**src/rtl/eip_pkg.sv**
```systemverilog
/*
 * Shared constants of the encoder index-pulse block: register map,
 * field positions, reset values and timing.
 * Assumes a 250 MHz system clock and 32-bit classic Wishbone.
 */
package eip_pkg;

	// ************************************************
	// Clock and timing
	// ************************************************
	localparam int CLK_PERIOD_PS  = 4000;
	localparam int SET_HOLD_US    = 100;                 // Least hold of the setting input
	localparam int SET_HOLD_CYC   = (SET_HOLD_US * 1000000 + CLK_PERIOD_PS - 1) / CLK_PERIOD_PS;
	localparam int BTN_SETTLE_US  = 100;                 // Contact bounce settle time
	localparam int BTN_SETTLE_CYC = (BTN_SETTLE_US * 1000000 + CLK_PERIOD_PS - 1) / CLK_PERIOD_PS;

	// ************************************************
	// Shaft geometry
	// ************************************************
	localparam int PPR_DEFAULT = 1024;                   // Cycles per revolution
	localparam int CYC_W       = 16;
	localparam logic [1:0] PH_LAST   = 2'h3;             // Last quarter state of a cycle
	localparam logic [1:0] PH_BOTH_HI = 2'h2;            // Quarter where A and B are both high

	// ************************************************
	// Register map (byte addresses)
	// ************************************************
	localparam logic [3:0] ADR_CTRL   = 4'h0;
	localparam logic [3:0] ADR_INDEX  = 4'h4;
	localparam logic [3:0] ADR_STATUS = 4'h8;

	// CTRL fields
	localparam int CTRL_WIDE  = 0;                       // 1: 180 el gated by A
	localparam int CTRL_CCW   = 1;                       // Direction parameter
	localparam int CTRL_GRAB  = 2;                       // Write 1: capture current angle
	localparam logic CTRL_WIDE_RST = 1'b0;
	localparam logic CTRL_CCW_RST  = 1'b0;

	// STATUS fields above the cycle count
	localparam int ST_READY = 16;
	localparam int ST_A     = 17;
	localparam int ST_B     = 18;
	localparam int ST_Z     = 19;

	typedef enum logic {EIP_RESTORE, EIP_RUN} eip_state_t;

endpackage

```
**src/rtl/eip_debounce.sv**
```systemverilog
/*
 * Debounce filter with a one-cycle pulse on the asserting edge.
 * Assumes the input is already synchronous to clk.
 */
module eip_debounce #(
	parameter int SETTLE_CYC = 25000
) (
	input  wire logic clk,
	input  wire logic reset,
	input  wire logic raw,
	output logic      rise
);

	localparam int CW = $clog2(SETTLE_CYC + 1);
	localparam logic [CW-1:0] CNT_END = CW'(SETTLE_CYC - 1);

	logic [CW-1:0] cnt_reg, cnt_next;
	logic          level_reg, level_next;
	logic          rise_reg, rise_next;

	// ************************************************
	// Filter
	// ************************************************
	// Level only flips once input held stable for the full settle time
	always_comb begin
		cnt_next   = cnt_reg;
		level_next = level_reg;
		rise_next  = 1'b0;
		if (raw == level_reg) begin
			cnt_next = '0;
		end else if (cnt_reg == CNT_END) begin
			cnt_next   = '0;
			level_next = raw;
			rise_next  = raw;                            // One capture per press
		end else begin
			cnt_next = cnt_reg + 1'b1;
		end
	end

	always_ff @(posedge clk) begin
		if (reset) begin
			cnt_reg   <= '0;
			level_reg <= 1'b0;
			rise_reg  <= 1'b0;
		end else begin
			cnt_reg   <= cnt_next;
			level_reg <= level_next;
			rise_reg  <= rise_next;
		end
	end

	assign rise = rise_reg;

endmodule

```
**src/rtl/eip_index.sv**
```systemverilog
/*
 * Quadrature A/B and once-per-revolution index generator with a
 * settable index angle, Wishbone register access and restore of the
 * retained settings from non-volatile storage.
 * Assumes: a shaft step pulse from the angle sensor, synchronous pins,
 * a Wishbone slave reached by the serial configuration bridge.
 */
// Our own choices: the placing of the registers and register access over Wishbone.
// What this block does
// - One index pulse per revolution, always at the stored angle.
// - Rear button press stores the present shaft angle as index angle.
// - Index width selectable: 90 or 180 electrical degrees only.
// - Narrow index lasts 90 el, gated by both A and B.
// - Wide index lasts 180 el, gated by A only.
// - Setting input and a register write also set the index angle.
// - Configuration reaches the registers through the two-wire target link.
// - Default clockwise rotation makes A rise before B.
// - Count sense is direction parameter inverted when direction pin high.
module eip_index #(
	parameter int PPR          = eip_pkg::PPR_DEFAULT,
	parameter int SET_HOLD_CYC = eip_pkg::SET_HOLD_CYC,
	parameter int BTN_CYC      = eip_pkg::BTN_SETTLE_CYC
) (
	input  wire logic                      clk,
	input  wire logic                      reset,
	// Wishbone slave
	input  wire logic                      wb_cyc_i,
	input  wire logic                      wb_stb_i,
	input  wire logic                      wb_we_i,
	input  wire logic [3:0]                wb_adr_i,
	input  wire logic [3:0]                wb_sel_i,
	input  wire logic [31:0]               wb_dat_i,
	output logic      [31:0]               wb_dat_o,
	output logic                           wb_ack_o,
	// Shaft sensor
	input  wire logic                      shaft_step,
	input  wire logic                      shaft_ccw,
	// Pins
	input  wire logic                      set_button,
	input  wire logic                      set_input,
	input  wire logic                      dir_input,
	input  wire logic                      cfg_session,
	// Retained storage
	input  wire logic                      nv_valid,
	input  wire logic [eip_pkg::CYC_W-1:0] nv_index,
	input  wire logic                      nv_wide,
	output logic                           nv_store,
	output logic      [eip_pkg::CYC_W-1:0] nv_index_out,
	output logic                           nv_wide_out,
	// Encoder outputs
	output logic                           enc_a,
	output logic                           enc_b,
	output logic                           enc_z
);

	localparam int CW = eip_pkg::CYC_W;
	localparam logic [CW-1:0] CYC_LAST = CW'(PPR - 1);

	logic btn_rise, set_rise;

	// ************************************************
	// Debounce of the two capture sources
	// ************************************************
	eip_debounce #(.SETTLE_CYC(BTN_CYC)) u_btn (
		.clk   (clk),
		.reset (reset),
		.raw   (set_button & ~cfg_session),
		.rise  (btn_rise)
	);

	// Filter time equals least hold, so shorter pulses never capture
	eip_debounce #(.SETTLE_CYC(SET_HOLD_CYC)) u_set (
		.clk   (clk),
		.reset (reset),
		.raw   (set_input),
		.rise  (set_rise)
	);

	// ************************************************
	// State
	// ************************************************
	eip_pkg::eip_state_t state_reg, state_next;
	logic [CW-1:0] cyc_reg, cyc_next;
	logic [1:0]    ph_reg, ph_next;
	logic [CW-1:0] index_reg, index_next;
	logic          wide_reg, wide_next;
	logic          ccw_reg, ccw_next;
	logic          a_reg, a_next, b_reg, b_next, z_reg, z_next;
	logic          ack_reg, ack_next;
	logic [31:0]   dat_reg, dat_next;
	logic          store_reg, store_next;

	logic wb_req, wb_done, wr_ctrl, wr_index, grab, qa, qb, sense_flip;

	// Write decode, byte lane 0 (and lane 1 for the index)
	// Writes land at the edge where the master sees ack, so a dropped request changes nothing
	assign wb_req   = wb_cyc_i & wb_stb_i & ~ack_reg;
	assign wb_done  = wb_cyc_i & wb_stb_i & ack_reg;
	assign wr_ctrl  = wb_done & wb_we_i & wb_sel_i[0] & (wb_adr_i == eip_pkg::ADR_CTRL);
	assign wr_index = wb_done & wb_we_i & (wb_adr_i == eip_pkg::ADR_INDEX);
	assign grab     = btn_rise | set_rise | (wr_ctrl & wb_dat_i[eip_pkg::CTRL_GRAB]);

	// Raw quadrature: state 1 raises A, state 2 raises B on forward steps
	assign qa         = (ph_reg == 2'h1) | (ph_reg == eip_pkg::PH_BOTH_HI);
	assign qb         = (ph_reg == eip_pkg::PH_BOTH_HI) | (ph_reg == eip_pkg::PH_LAST);
	assign sense_flip = ccw_reg ^ dir_input;

	// ************************************************
	// Next-state logic
	// ************************************************
	always_comb begin
		state_next = state_reg;
		cyc_next   = cyc_reg;
		ph_next    = ph_reg;
		index_next = index_reg;
		wide_next  = wide_reg;
		ccw_next   = ccw_reg;
		store_next = 1'b0;
		a_next     = 1'b0;
		b_next     = 1'b0;
		z_next     = 1'b0;

		// Shaft angle tracking, wraps once per revolution
		if (shaft_step) begin
			if (!shaft_ccw) begin
				ph_next = ph_reg + 2'h1;
				if (ph_reg == eip_pkg::PH_LAST) begin
					cyc_next = (cyc_reg == CYC_LAST) ? '0 : cyc_reg + 1'b1;
				end
			end else begin
				ph_next = ph_reg - 2'h1;
				if (ph_reg == 2'h0) begin
					cyc_next = (cyc_reg == '0) ? CYC_LAST : cyc_reg - 1'b1;
				end
			end
		end

		case (state_reg)
			eip_pkg::EIP_RESTORE: begin
				// Outputs stay low until retained settings are in
				if (nv_valid) begin
					index_next = nv_index;
					wide_next  = nv_wide;
					state_next = eip_pkg::EIP_RUN;
				end
			end
			eip_pkg::EIP_RUN: begin
				if (wr_ctrl) begin
					wide_next  = wb_dat_i[eip_pkg::CTRL_WIDE];
					ccw_next   = wb_dat_i[eip_pkg::CTRL_CCW];
					store_next = 1'b1;
				end
				if (wr_index) begin
					if (wb_sel_i[0]) begin
						index_next[7:0] = wb_dat_i[7:0];
					end
					if (wb_sel_i[1]) begin
						index_next[CW-1:8] = wb_dat_i[CW-1:8];
					end
					store_next = 1'b1;
				end
				// Capture wins over a simultaneous index write
				if (grab) begin
					index_next = cyc_reg;
					store_next = 1'b1;
				end
				// Flipped sense swaps channels so the other one leads
				a_next = sense_flip ? qb : qa;
				b_next = sense_flip ? qa : qb;
				if (cyc_reg == index_reg) begin
					z_next = wide_reg ? a_next : (a_next & b_next);
				end
			end
			default: state_next = eip_pkg::EIP_RESTORE;
		endcase
	end

	// ************************************************
	// Register read and acknowledge
	// ************************************************
	// One wait state; unmapped addresses ack and read zero
	always_comb begin
		ack_next = wb_req;
		dat_next = dat_reg;
		if (wb_req && !wb_we_i) begin
			case (wb_adr_i)
				eip_pkg::ADR_CTRL: begin
					dat_next = '0;
					dat_next[eip_pkg::CTRL_WIDE] = wide_reg;
					dat_next[eip_pkg::CTRL_CCW]  = ccw_reg;
				end
				eip_pkg::ADR_INDEX: dat_next = {{(32-CW){1'b0}}, index_reg};
				eip_pkg::ADR_STATUS: begin
					dat_next = {{(32-CW){1'b0}}, cyc_reg};
					dat_next[eip_pkg::ST_READY] = (state_reg == eip_pkg::EIP_RUN);
					dat_next[eip_pkg::ST_A]     = a_reg;
					dat_next[eip_pkg::ST_B]     = b_reg;
					dat_next[eip_pkg::ST_Z]     = z_reg;
				end
				default: dat_next = '0;
			endcase
		end
	end

	// ************************************************
	// Registers
	// ************************************************
	always_ff @(posedge clk) begin
		if (reset) begin
			state_reg <= eip_pkg::EIP_RESTORE;
			cyc_reg   <= '0;
			ph_reg    <= '0;
			index_reg <= '0;
			wide_reg  <= eip_pkg::CTRL_WIDE_RST;
			ccw_reg   <= eip_pkg::CTRL_CCW_RST;
			a_reg     <= 1'b0;
			b_reg     <= 1'b0;
			z_reg     <= 1'b0;
			ack_reg   <= 1'b0;
			dat_reg   <= '0;
			store_reg <= 1'b0;
		end else begin
			state_reg <= state_next;
			cyc_reg   <= cyc_next;
			ph_reg    <= ph_next;
			index_reg <= index_next;
			wide_reg  <= wide_next;
			ccw_reg   <= ccw_next;
			a_reg     <= a_next;
			b_reg     <= b_next;
			z_reg     <= z_next;
			ack_reg   <= ack_next;
			dat_reg   <= dat_next;
			store_reg <= store_next;
		end
	end

	assign wb_ack_o     = ack_reg;
	assign wb_dat_o     = dat_reg;
	assign enc_a        = a_reg;
	assign enc_b        = b_reg;
	assign enc_z        = z_reg;
	assign nv_store     = store_reg;
	assign nv_index_out = index_reg;                     // Valid with nv_store
	assign nv_wide_out  = wide_reg;

endmodule

```
**config.mk**
```make
export PLATFORM = sky130hd
export DESIGN_NAME = eip_index
export DESIGN_NICKNAME = d
export VERILOG_FILES = /design/src/rtl/eip_pkg.sv /design/src/rtl/eip_debounce.sv /design/src/rtl/eip_index.sv
export SDC_FILE = /design/constraint.sdc
export NUM_CORES = 1
export LEC_CHECK = 0
export ABC_AREA = 1
export ABC_CLOCK_PERIOD_IN_PS = 1910
export BUFFER_PORTS_ARGS = -buffer_cell sky130_fd_sc_hd__buf_2
export CAP_MARGIN = 5
export CORE_MARGIN = 2
export CORE_UTILIZATION = 55
export CTS_CLUSTER_SIZE = 12
export DETAILED_ROUTE_END_ITERATION = 12
export PLACE_DENSITY = 0.83
export SLEW_MARGIN = 20
export SYNTH_ARGS = -nofsm -noshare
export SYNTH_HDL_FRONTEND = slang
export SYNTH_SLANG_ARGS = --single-unit
```
**constraint.sdc**
```tcl
create_clock -name clk -period 1.91 [get_ports clk]
set_input_delay 0 -clock clk [delete_from_list [all_inputs] [get_ports clk]]
set_output_delay 0 -clock clk [all_outputs]
set_load 0.02 [all_outputs]
```
==> metrics, run 1 <==
outcome finished clean; CP startpoint kind flip-flop; multi-input logic area ~3300 µm²; number of synthesized flops with an enable pin 0; met3 WL 1674 µm; drt pass-1 iters 5; max reg flops 20; Max-slew headroom a little under three fifths; largest family of logic cells by synthesized area simple AND/OR/NAND/NOR gates; top cells by area, synth dfxtp_1 (33%), nand2_1 (14%), nor2_1 (8.4%), inv_1 (5.6%), nand3_1 (5.4%); Max-Cap Viols 0; Synth Register Bits 96; CP Data Required Time 2.18 ns; layout cells sized above 1 between 10% and 20%; vias post-DR 6375; pin count of the biggest net entering global routing 28; reg2reg setup slack 0.09 ns; aggregate global-route resource usage roughly 30%; Max VDD drop 446.9 µV; P_leak 3.166 nW; met2 WL 7911 µm; adder-cell share of the synthesized area 1.726%; Via density roughly 5.5; register area share after synthesis 33.14%; CORE AREA 10280 µm²; FP Rows 37; Layout Utilization 66.91%; Area growth syn-to-layout 18.58%; cell taking the most area after synthesis dfxtp_1; Compound-Gate Fraction of Synth Area 12.30%; setup ws final 0.09412 ns; # port buffers just over 90; Initial Util between 50% and 60%; Inserted Clock Buffers 9; Worst Setup Slack post-DPL 0.1275 ns; Worst Path Arrival approximately 2.1 ns; DRC Markers 0; Critical Setup Path Class reg -> reg; Die W 106.7 µm; cell area after synthesis 5799 µm²; DRT met1 WL 6979 µm; Final Hold Viols 0; yosys warns 0; vias in the first global route 5860; CTS tree done; post-synthesis mux area share 0%; post-route ant nets 0; slowest stage delay, CP roughly 0.57 ns; Post-DP HPWL 12170 µm; register area 1924 µm²; Nets between 1000 and 1500; Post-Route WL roughly 17000 µm; PwrDens around 670 nW/µm²; Total Power 4.620 mW; global route overflow 0; ys flop type dfxtp_1; first-pass GRT wire length 28070 µm; depth of the CTS H-tree 3; initial antenna violation count 0; critical path cell sequence buf_4, nor2_1, inv_4, nand4_1, dlygate4sd3_1, nand2_1, nor2_1; Root Buffer clkbuf_8; Post-synth ARST share 0%; top sig layer met4; Post-Synth XOR/XNOR Area 3.625%; Synth Area in Simple Gates between 30% and 40%; CP delay by family, top buffers and inverters; most common cell in the synthesized netlist nand2_1; fin. max-slew vios 0; I/O pin count 123; syn avg cell area 6.516 µm²; fmax 550.7 MHz; Yosys top cell area share between 30% and 40%; pin slew with the least headroom to its limit 0.6383 ns; clk_lat worst skew 0.38 ns; CP Buf/Inv Count 3; clock-pin slew on the worst setup and hold paths around 0.10 ns; Worst Clk Skew around 0.013 ns; CP max stage cell dlygate4sd3_1; clk sinks 96; Die Footprint 11380 µm²; n_diodes 0; critical path endpoint category flip-flop; Placer Congestion 0.9528; Fill cells between 900 and 1000; Hold Path Class in -> reg; wire per inst roughly 15 µm; Die H 106.7 µm; Final Cycle Share 95.07%; DRT iter0 DRCs 473; minimum clock period 1.816 ns; Post-synth top cells nand2_1 (217), nor2_1 (130), dfxtp_1 (96); crit path max fanout 20; clock buffer depth 2; Cells after Synth 890; setup violators final 0; most used cell, CP nor2_1; Synth cell types 46
-- where the power goes --
| group | internal (mW) | switching (mW) | leakage (nW) |
|---|---|---|---|
| registers | 2.08 | 0.104 | 0.782 |
| clock network | 0.499 | 0.801 | 0.0934 |
| logic | 0.421 | 0.716 | 2.29 |
-- worst min-delay path: stages --
cell,delay (ns)
buf_2,0.09
xor2_1,0.10
a21oi_1,0.15
-- layout by cell type, fill, tap and decap left out, drive strengths merged, types with 8 or more instances in the layout --
cell / netlist / final
buf: 30 / 114
nor3: 28 / 28
o21ai: 29 / 29
ha: 8 / 8
nor2: 137 / 137
inv: 95 / 98
dfxtp: 96 / 96
nand2: 220 / 220
conb: 1 / 12
nand4: 17 / 17
dlygate4sd3: 0 / 30
xor2: 22 / 22
nand3: 66 / 66
clkbuf: 15 / 9
a21oi: 58 / 58
nand3b: 11 / 11
o22ai: 23 / 23
-- per-stage QoR --
stage                     setup TNS [ns]  cell area (µm²)  cells  hold WS [ns]
final                                  0             6877   1152      0.007066
after CTS                              0             6864   1152     0.0009651
after global placement                 0             6376   1106        0.2254
after detailed placement               0             6376   1106        0.2330
after global routing           -0.005616             6877   1152       0.02323
after floorplan                        0             5841    901        0.1355
-- final timing paths --
path	startpoint	cells past startpoint	end
setup reg to reg	state_reg	7	nv_wide_out
setup / recovery	state_reg	7	nv_wide_out
hold reg to reg	u_set.cnt_reg[0]	1	u_set.cnt_reg[0]
hold / removal	dir_input	3	enc_b
-- area by class of cell --
cell class	count	area share (%)
Clock buffer	9	1.801
Timing Repair Buffer	144	13.46
Clock inverter	7	0.9279
Tap cell	136	2.475
Sequential cell	96	27.98
Inverter	96	5.277
Multi-Input combinational cell	664	48.07
-- routing by layer --
| metal | GRT usage, % | vias up |
|---|---|---|
| met5 | 0 | - |
| met4 | 11.50 | 0 |
| met3 | 5.410 | 59 |
| met2 | 51.18 | 369 |
| met1 | 39.57 | 2832 |
| li1 | - | 3115 |
-- what timing repair did --
| action | CTS | global route |
|---|---|---|
| hold buffers | 30 | 0 |
| endpoints found under the setup margin | 0 | 12 |
| resized for setup | 0 | 5 |
| hold endpoints to repair | 25 | 0 |
| buffers inserted | 0 | 0 |
-- logic make-up (layout without fill, tap and decap cells) --
family,count (synthesis),after routing
XOR/XNOR,24,24
flip-flops,96,96
buffers and inverters,141,256
adder cells (fa/ha/maj),8,8
AND/OR/NAND/NOR,494,494
AO/OA/AOI/OAI,126,126
other,1,12
Power figures use the tool's default switching activity.
==> run 2: changes to the inputs <==
- ABC_AREA: 1 -> not set
- PLACE_DENSITY: 0.83 -> 0.84
==> run 2 against run 1 <==
The flow now finishes with violations (negative hold slack); final cell count fell by 20%; critical path depth increased by 1; non-clock buffer count increased by 30; critical path type unchanged; highest routed layer unchanged.
==> metrics, run 2 <==
Yosys top cell area share 35.44%; slowest stage delay, CP 0.41 ns; drt pass-1 iters 5; Placer Congestion 1.029; Final Hold Viols 1; reg2reg setup slack between 0.02 and 0.025 ns; r2r endpoint cyc_reg[3]; setup violators final 0; Nets 864; Critical Path Stages 8; Post-Place Cells 877; cell area after synthesis between 5000 and 6000 µm²; Critical Setup Path Class reg -> reg; failing checks negative hold slack; vias post-DR 5710; Hold Startpoint wb_dat_i[5]; first-pass GRT wire length 25810 µm; hold path depth 4; CTS tree done; Cells after Synth 650; CP Data Required Time approximately 2.2 ns; FP Rows 36; placed inst area slightly above 6000 µm²; CORE AREA 9684 µm²; CP delay by family, top compound AO/OA/AOI/OAI gates; RSZ-0062 raised after global routing true; top cells by area, synth dfxtp_1 (35%), nor2_1 (6.6%), xor2_1 (4.4%), mux2i_1 (4.2%), xnor2_1 (3.9%); P_leak 2.946 nW; clk sinks between 90 and 100; clock buffer depth 2; register area 1941 µm²; Finished Cell Area 6868 µm²; fmax 529.7 MHz; Die W 103.3 µm; worst hold endpoint nv_index_out[5]; Die H 103.3 µm; critical path endpoint category flip-flop; pin slew with the least headroom to its limit around 0.55 ns; PwrDens 711.0 nW/µm²; clk_lat worst skew 0.38 ns; Layout Utilization a little under three quarters; n_diodes 0; Max-Cap Viols 0; Post-DP HPWL 11490 µm; Via density 6.173; minimum clock period 1.888 ns; Post-Route WL 17100 µm; Hold Path Class in -> reg; WHS -0.003573 ns; cell taking the most area after synthesis dfxtp_1; post-route ant nets 0; Final Cycle Share 98.85%; Root Buffer clkbuf_8; Inserted Clock Buffers 9; ys flop type dfxtp_1; layout cells sized above 1 around 28%; Post-synth ARST share 0%; vias in the first global route about 5400; Area growth syn-to-layout 26.65%; yosys warns 0; Worst Clk Skew approximately 0.013 ns; critical path cell sequence buf_6, ha_4, and4_4, nand4_1, buf_4, o211ai_1, o2111ai_1, o211a_1; register area share after synthesis 35.44%; syn avg cell area 8.343 µm²; depth of the CTS H-tree 3; CP startpoint kind flip-flop; CP Buf/Inv Count 2; Reg2Reg Depth 8; Synth Register Bits between 90 and 100; max reg flops 20; non-filler instance count after layout 925; most frequent cells in the layout nor2_1 (93), buf_2 (92), dfxtp_1 (85); global route overflow 0; worst r2r src cyc_reg[1]; pin count of the biggest net entering global routing 24; Die Footprint 10670 µm²; CP max stage cell dfxtp_4; wire per inst 18.48 µm; outcome finished, violations left; Max VDD drop 340.5 µV; Max-slew headroom 62.98%; multi-input logic area 3327 µm²; setup TNS 0 ns; fin. max-slew vios 0; initial antenna violation count 0; # port buffers 92; DRC Markers 0; clock-pin slew on the worst setup and hold paths 0.10 ns; number of synthesized flops with an enable pin 0; DRT iter0 DRCs 433; Fill cells 695; I/O pin count 123; Post-synth top cells dfxtp_1 (96), nor2_1 (96), nand3_1 (37); Initial Util between 50% and 60%; Worst Path Arrival 2.17 ns; aggregate global-route resource usage 31.06%; Total Power 4.883 mW; commonest non-fill, non-tap cell in the layout nor2_1; Synth cell types 63; crit path max fanout 5
==> run 2: through the flow <==
step	hold WS (ns)	worst slack [ns]
6_report	-0.003573	0.02205
5_1_grt	0.03085	-0.05290
4_1_cts	0.0001126	0.007779
3_5_place_dp	0.2253	0.02521
3_3_place_gp	0.2265	0.06247
2_1_floorplan	0.09561	0.009920
==> run 2: tightest hold or removal path: stages <==
cell	delay, ns
buf_2	0.09
mux2i_1	0.06
nor2_1	0.08
a221o_1	0.10
==> run 2: cells by family after synthesis <==
logic type | synth area share [%]
compound gates | 17.61
xor+xnor | 8.237
fa+ha+maj | 1.846
buf+inv | 6.622
flops | 35.44
mux | 4.245
other cells | 0.06915
simple gates | 25.93
==> run 2: worst max-delay path by stage <==
stage,startpoint,to,slack [ns]
after floorplan,cyc_reg[1],cyc_reg[13],0.01
after global placement,cyc_reg[0],cyc_reg[14],0.06
after detailed placement,cyc_reg[0],cyc_reg[11],0.03
after CTS,cyc_reg[0],cyc_reg[3],0.008
after global routing,cyc_reg[7],cyc_reg[13],-0.05
final,cyc_reg[1],cyc_reg[3],0.02
==> run 2: what timing repair did <==
item	CTS	global route
buffers inserted	2	7
endpoints found under the hold margin	24	0
endpoints found under the setup margin	1	37
resized for setup	3	46
hold buffers	23	0
pin swaps	3	12
gates cloned	0	1
==> run 2: cell type report <==
class | count | area share, %
timing repair buffer | 174 | 16.80
clock inverter | 5 | 0.9291
sequential | 96 | 28.26
clock buffer | 11 | 2.204
inverter | 16 | 0.9473
multi-input combinational | 490 | 48.44
tap | 133 | 2.423
==> run 2: power breakdown <==
part	internal (mW)	switching (mW)
clock network	0.689	0.771
logic	0.547	0.685
registers	2.07	0.116
total	3.31	1.57
==> run 2: per-layer routing <==
metal / vias to the layer above / part of all wire (%) / GRT usage, %
met1: 2654 / 39 / 38.67
met4: 0 / 4.2 / 17.00
li1: 2601 / - / -
met2: 377 / 48 / 51.55
met3: 78 / 8.6 / 4.906
met5: - / 0 / 0
